File: config.mk
export PLATFORM = sky130hd
export DESIGN_NAME = sld_dev_flat
export DESIGN_NICKNAME = d
export VERILOG_FILES = /design/src/verilog/sld_pkg.sv /design/src/verilog/sld_link_if.sv /design/src/verilog/sld_dev.sv /design/src/flat_wrapper.sv
export SDC_FILE = /design/constraint.sdc
export NUM_CORES = 1
export LEC_CHECK = 0
export BUFFER_PORTS_ARGS = -buffer_cell sky130_fd_sc_hd__buf_2
export CELL_PAD_IN_SITES_DETAIL_PLACEMENT = 0
export CELL_PAD_IN_SITES_GLOBAL_PLACEMENT = 2
export CORE_ASPECT_RATIO = 0.7
export CORE_MARGIN = 2
export CORE_UTILIZATION = 41
export DETAILED_ROUTE_END_ITERATION = 16
export GPL_ROUTABILITY_DRIVEN = 0
export GPL_TIMING_DRIVEN = 0
export HOLD_SLACK_MARGIN = 0.1
export PLACE_DENSITY = 0.85
export SLEW_MARGIN = 30
export SYNTH_ARGS = -nofsm -noshare
export SYNTH_HDL_FRONTEND = slang
export SYNTH_SLANG_ARGS = --single-unit
File: constraint.sdc
create_clock -name ref_clk -period 1.6 [get_ports ref_clk]
set_input_delay 0.08 -clock ref_clk [delete_from_list [all_inputs] [get_ports ref_clk]]
set_output_delay 0.08 -clock ref_clk [all_outputs]
set_load 0.01 [all_outputs]
File: src/verilog/sld_pkg.sv
// Purpose : Shared constants for the serial segment latch link.
// Assumes : Reference clock of 100 MHz on both ends.
// Notes   : Link clock timing is derived from the fastest allowed link rate.
package sld_pkg;

  // Frame layout
  localparam int FRAME_BITS = 36;
  localparam int SEG_BITS   = 35;
  localparam int CNT_W      = 6;

  // Position of the start bit inside the shift chain
  localparam int START_POS  = FRAME_BITS - 1;

  // Segment held low in the enable variant
  localparam int EN_SEG     = SEG_BITS - 1;

  // Timing
  localparam int REF_CLK_KHZ   = 100000;
  localparam int LINK_FMAX_KHZ = 500;
  // Shortest half period of the link clock, in ns
  localparam int LINK_HALF_NS  = 1000000 / (2 * LINK_FMAX_KHZ);
  // Least time rounds up to whole reference cycles
  localparam int LINK_HALF_CYC = (LINK_HALF_NS * (REF_CLK_KHZ / 1000) + 999) / 1000;
  localparam int DIV_W         = $clog2(LINK_HALF_CYC);
  localparam logic [DIV_W-1:0] DIV_LAST = DIV_W'(LINK_HALF_CYC - 1);
  localparam logic [CNT_W-1:0] CNT_LAST = CNT_W'(FRAME_BITS - 1);

  // Source sequencer states
  typedef enum logic [1:0] {
    SLD_IDLE = 2'b00,
    SLD_LOW  = 2'b01,
    SLD_HIGH = 2'b10
  } sld_src_st_type;

endpackage : sld_pkg

File: src/verilog/sld_link_if.sv
// Purpose : Three-wire serial link between data source and segment latch.
// Assumes : All wires are driven by the source only.
// Notes   : data_en is only looked at by the enable variant of the latch.
`timescale 1ns/10ps
interface sld_link_if;

  logic ser_clk;
  logic ser_data;
  logic data_en;

  modport dev (
    input ser_clk,
    input ser_data,
    input data_en
  );

  modport src (
    output ser_clk,
    output ser_data,
    output data_en
  );

endinterface : sld_link_if

File: src/verilog/sld_dev.sv
// Purpose : Segment latch end: receives 36-bit frames, drives 35 segments.
// Assumes : Link pins are asynchronous to ref_clk and much slower than it.
// Notes   : Link edges are found by sampling; rst_b stands for power-on reset.
// Behaviour
// - Only serial data and shift clock carry frames
// - Frame end found internally, no load strobe
// - Source sends start one then 35 bits
// - 36th clock high copies chain into latches
// - Following clock low clears the shift chain
// - Clear zeroes every chain stage, first included
// - Source always sends complete 36-clock frames
// - Only differing segment bits change their output
// - Power-up reset clears chain and latches
// - Start bit after reset resumes reception
// - First data bit drives first segment
// - Enable variant loses the 35th segment output
// - Link clock no faster than 0.5 MHz
`timescale 1ns/10ps
module sld_dev #(
  parameter bit HAS_DATA_EN = 1'b0
) (
  input  wire logic                      ref_clk,
  input  wire logic                      rst_b,
  sld_link_if.dev                        link,
  output logic [sld_pkg::SEG_BITS-1:0]   seg_on_q,
  output logic                           load_pulse_q
);

  typedef struct packed {
    logic [2:0]                     clk_s;
    logic [2:0]                     dat_s;
    logic [2:0]                     en_s;
    logic                           clk_f;
    logic                           dat_f;
    logic                           en_f;
    logic [sld_pkg::FRAME_BITS-1:0] chain;
    logic                           clr_pend;
    logic [sld_pkg::SEG_BITS-1:0]   seg;
    logic                           load;
  } sld_dev_state_type;

  sld_dev_state_type q;
  sld_dev_state_type n;

  logic                           clk_rise;
  logic                           clk_fall;
  logic                           shift_ok;
  logic [sld_pkg::FRAME_BITS-1:0] shifted;
  logic [sld_pkg::SEG_BITS-1:0]   new_seg;
  logic [sld_pkg::SEG_BITS-1:0]   diff;

  // A level counts once the second and third flops agree
  function automatic logic agree(
    input logic s2,
    input logic s3,
    input logic prev
  );
    logic r;
    r = prev;
    if (s2 == s3) begin
      r = s2;
    end
    return r;
  endfunction : agree

  always_comb begin
    n        = q;
    clk_rise = 1'b0;
    clk_fall = 1'b0;
    shift_ok = 1'b0;
    shifted  = '0;
    new_seg  = '0;
    diff     = '0;
    n.load   = 1'b0;

    n.clk_s = {q.clk_s[1:0], link.ser_clk};
    n.dat_s = {q.dat_s[1:0], link.ser_data};
    n.en_s  = {q.en_s[1:0], link.data_en};

    n.clk_f = agree(q.clk_s[1], q.clk_s[2], q.clk_f);
    n.dat_f = agree(q.dat_s[1], q.dat_s[2], q.dat_f);
    n.en_f  = agree(q.en_s[1], q.en_s[2], q.en_f);

    clk_rise = n.clk_f & ~q.clk_f;
    clk_fall = ~n.clk_f & q.clk_f;

    if (HAS_DATA_EN) begin
      shift_ok = clk_rise & n.en_f;
    end else begin
      shift_ok = clk_rise;
    end

    if (shift_ok && !q.clr_pend) begin
      shifted = {q.chain[sld_pkg::FRAME_BITS-2:0], n.dat_f};
      n.chain = shifted;
      if (shifted[sld_pkg::START_POS]) begin
        for (int i = 0; i < sld_pkg::SEG_BITS; i++) begin
          new_seg[i] = shifted[sld_pkg::START_POS-1-i];
        end
        if (HAS_DATA_EN) begin
          new_seg[sld_pkg::EN_SEG] = 1'b0;
        end
        diff       = q.seg ^ new_seg;
        n.seg      = q.seg ^ diff;
        n.load     = 1'b1;
        n.clr_pend = 1'b1;
      end
    end

    if (clk_fall && q.clr_pend) begin
      n.chain    = '0;
      n.clr_pend = 1'b0;
    end
  end

  always_ff @(posedge ref_clk or negedge rst_b) begin
    if (!rst_b) begin
      q <= '0;
    end else begin
      q <= n;
    end
  end

  assign seg_on_q     = q.seg;
  assign load_pulse_q = q.load;

endmodule : sld_dev

File: src/flat_wrapper.sv
// flat-port wrapper written by rule: the top's interface ports become plain ports
module sld_dev_flat 
#(
  parameter bit HAS_DATA_EN = 1'b0
)
  (ref_clk, rst_b, seg_on_q, load_pulse_q, link_ser_clk, link_ser_data, link_data_en);
  sld_link_if link_i ();
  input  wire logic ref_clk;
  input  wire logic rst_b;
  output logic [sld_pkg::SEG_BITS-1:0] seg_on_q;
  output logic load_pulse_q;
  input wire logic [$bits(link_i.ser_clk)-1:0] link_ser_clk;
  input wire logic [$bits(link_i.ser_data)-1:0] link_ser_data;
  input wire logic [$bits(link_i.data_en)-1:0] link_data_en;
  assign link_i.ser_clk = link_ser_clk;
  assign link_i.ser_data = link_ser_data;
  assign link_i.data_en = link_data_en;
  sld_dev #(.HAS_DATA_EN(HAS_DATA_EN)) u_core (.ref_clk(ref_clk), .rst_b(rst_b), .link(link_i), .seg_on_q(seg_on_q), .load_pulse_q(load_pulse_q));
endmodule
==> out/metrics.cfg <==
[status]
run_status = finished clean

[synth]
synth.distinct_cells = 15
ys_top_cells_by_area = dfrtp_1 (60%), mux2_4 (13%), a22o_1 (9.5%), buf_4 (7.9%), mux2_2 (2.0%)
synth_top_family_by_area = multiplexers
syn_inst = 206
synthAdderAreaFrac_pct = 0.604
synth_compound_area_share_pct = 9.51
synth-seq-area-share_pct = 60.4
synthesis.nets = 211
synth_xor_area_share_pct = 0
netlist_area_um2 = 3310
muxShareOfSynthArea_pct = 15.2
syn-mean-instance-area_um2 = 16.1
ys_ff_latch = 80
yosys.area_share.simple_pct = 2.42
synth_top_area_share_pct = 60.4
yosysTopAreaCell = dfrtp_1
yosys_warnings = 0

[floorplan]
die_h_um = 79.2
io_pins = 41
core_area_um2 = 7840
die_area_um2 = 8830
die_w_um = 111
floorplan.initialDensity_pct = 42.3
std_cell_rows = 27

[power_and_ir_drop]
p_switching_mw = 0.894
power_density_nw_per_um2 = 1080
ir_worst_vdd_mv = 0.517
power.internal_mw = 3.45
power_frac_clock_pct = 46.9
power_frac_comb_pct = 3.9
swShare_pct = 20.6
power_leakage_nw = 2.12
seq_power_share_pct = 49.3

[timing]
setup_viol = 0
rsz0062_at_grt = false
period_needed_ns = 1.53
period_share_pct = 95.6
hold_violations = 0
max_slew_margin_pct = 66.9
report.final.slew_viol_count = 0
worstMarginPinSlew_ns = 0.496
finalClockSkew_ns = 0.00324
fmax_ghz = 0.654

[hold_path]
hp-class = in -> async

[clocking]
path_clk_slew_ns = 0.06
numCtsBuffers = 9
cts_root_buffer = clkbuf_16
cts_tree = yes
insertion_delay_ns = 0.33
cts_sinks = 80
clockBufferDepth = 2
htreeDepth = 3

[routing]
dr.pass1.iters = 4
wl_per_cell_um = 13.9
via_count = 1701
wl_um = 5100
drc = 0
avgViaCountPerCell = 4.62
wl_met2_um = 2200
met1_length_um = 2630
ant_nets = 0
met3_length_um = 249
top_layer = met4
drtIter0Drc = 50

[critical_path]
crit_type = reg -> reg
cp.required_ns = 1.81
reg2reg_from = u_core.q[75]
reg2regPathDepth = 5
r2r-end = u_core.seg_on_q[15]
r2r_slack_ns = 0.07
startpoint = u_core.q[75]
endpoint = u_core.seg_on_q[15]
cp_cell_sequence = nand3b_1 -> nor3b_2 -> buf_6 -> buf_12 -> mux2_4
critPathMaxStageDelay_ns = 0.37
path_max_fanout = 10
worst_ep_arrival_time_ns = 1.74
start_kind = flop
critPathSlowestCell = dfrtp_1
cp-end-kind = flop

[cells_and_area]
fill_cells = 674
nNetsFinal = 267
drive_above_1_share_pct = 53.6
fin_area_um2 = 4030
syn_to_final_growth_pct = 21.4
mostFrequentLayoutCell = dfrtp_1
antenna_cells = 0
utilization_pct = 51.4
layout_common_cells = dfrtp_1 (79), buf_2 (41), buf_4 (37)

[place]
hpwl_um = 3270
port-buffer-count = 39
dpl_cell_area_um2 = 3660

[global_route]
antenna_found_initial = 0
grt_pass1_wl_um = 8940
first_global_vias = 1771
grt_use_total_pct = 13.1
grt_max_degree = 43
grt_overflow = 0

[job]
maxCapViolCount = 0

-- worst min-delay path by stage --
stage	start	end	cells past startpoint
6_report	rst_b	u_core.seg_on_q[25]	2
3_5_place_dp	rst_b	u_core.seg_on_q[25]	1
2_1_floorplan	rst_b	u_core.load_pulse_q	0
4_1_cts	rst_b	u_core.q[47]	2
5_1_grt	rst_b	u_core.q[47]	2
3_3_place_gp	link_ser_clk	u_core.n[83]	1
-- metal layers --
metal | vias up | global-route usage [%]
met3 | 2 | 5.42
met5 | - | 0
met4 | 0 | 3.70
met1 | 844 | 18.0
li1 | 819 | -
met2 | 36 | 19.3
-- what timing repair did --
| action | 4_1_cts | 5_1_grt |
|---|---|---|
| hold buffers | 3 | 0 |
| endpoints found under the setup margin | 29 | 35 |
| resized for setup | 0 | 1 |
| pin swaps | 1 | 1 |
| endpoints found under the hold margin | 40 | 0 |
| buffers inserted | 2 | 0 |
-- worst max-delay path: cells and delay by family (launching register included) --
family | cells | cell delay (ns)
flip-flops | 1 | 0.37
buffers and inverters | 2 | 0.33
multiplexers | 1 | 0.30
AND/OR/NAND/NOR | 2 | 0.40
-- cell usage after synthesis --
master,n
nor3b_2,1
buf_12,3
and4bb_2,1
buf_2,3
nor2_8,1
nand3b_1,1
a22o_1,36
and4bb_1,1
or2b_1,2
mux2_2,6
dfrtp_1,80
buf_4,35
buf_6,5
mux2_4,29
maj3_1,2
-- logic make-up (layout without fill, tap and decap cells) --
family,Yosys count,after routing
adders and majority gates,2,2
buffers and inverters,46,107
AOI/OAI and AO/OA,36,36
muxes,35,35
and+or+nand+nor,7,7
DFF,80,80
-- through the flow --
step                total power, mW  instances  hold WS (ns)  setup WS (ns)  setup TNS, ns
finish                         4.35        368         0.255         0.0703              0
CTS                            4.41        368         0.269         0.0410              0
global route                   4.53        368         0.326        0.00412              0
detailed placement             2.34        347        0.0803        0.00147              0
global placement               2.33        346         0.191        -0.0792          -5.98
floorplan                      2.26        206        -0.216          0.136              0
-- area by class of cell --
class,count,area [um2],share of cell area (%)
clock inverters,5,55.1,1.37
flip-flops and latches,80,2000,49.8
multi-input cells,80,918,22.8
clock buffers,11,253,6.28
well taps,101,126,3.14
plain buffers,46,394,9.79
repair buffers,45,275,6.84
-- power by group through the flow --
stage / sequential [mW] / clock, mW / combinational (mW)
finish: 2.14 / 2.04 / 0.168
global route: 2.15 / 2.19 / 0.192
CTS: 2.14 / 2.10 / 0.173
detailed placement: 2.18 / 0 / 0.159
global placement: 2.18 / 0 / 0.150
floorplan: 2.16 / 0 / 0.0952
-- flip-flops by register name, indices dropped and copies added (netlist names) --
register             count
u_core.q                40
u_core.seg_on_q         35
u_core.n                 4
u_core.load_pulse_q      1
Power figures use the tool's default switching activity.
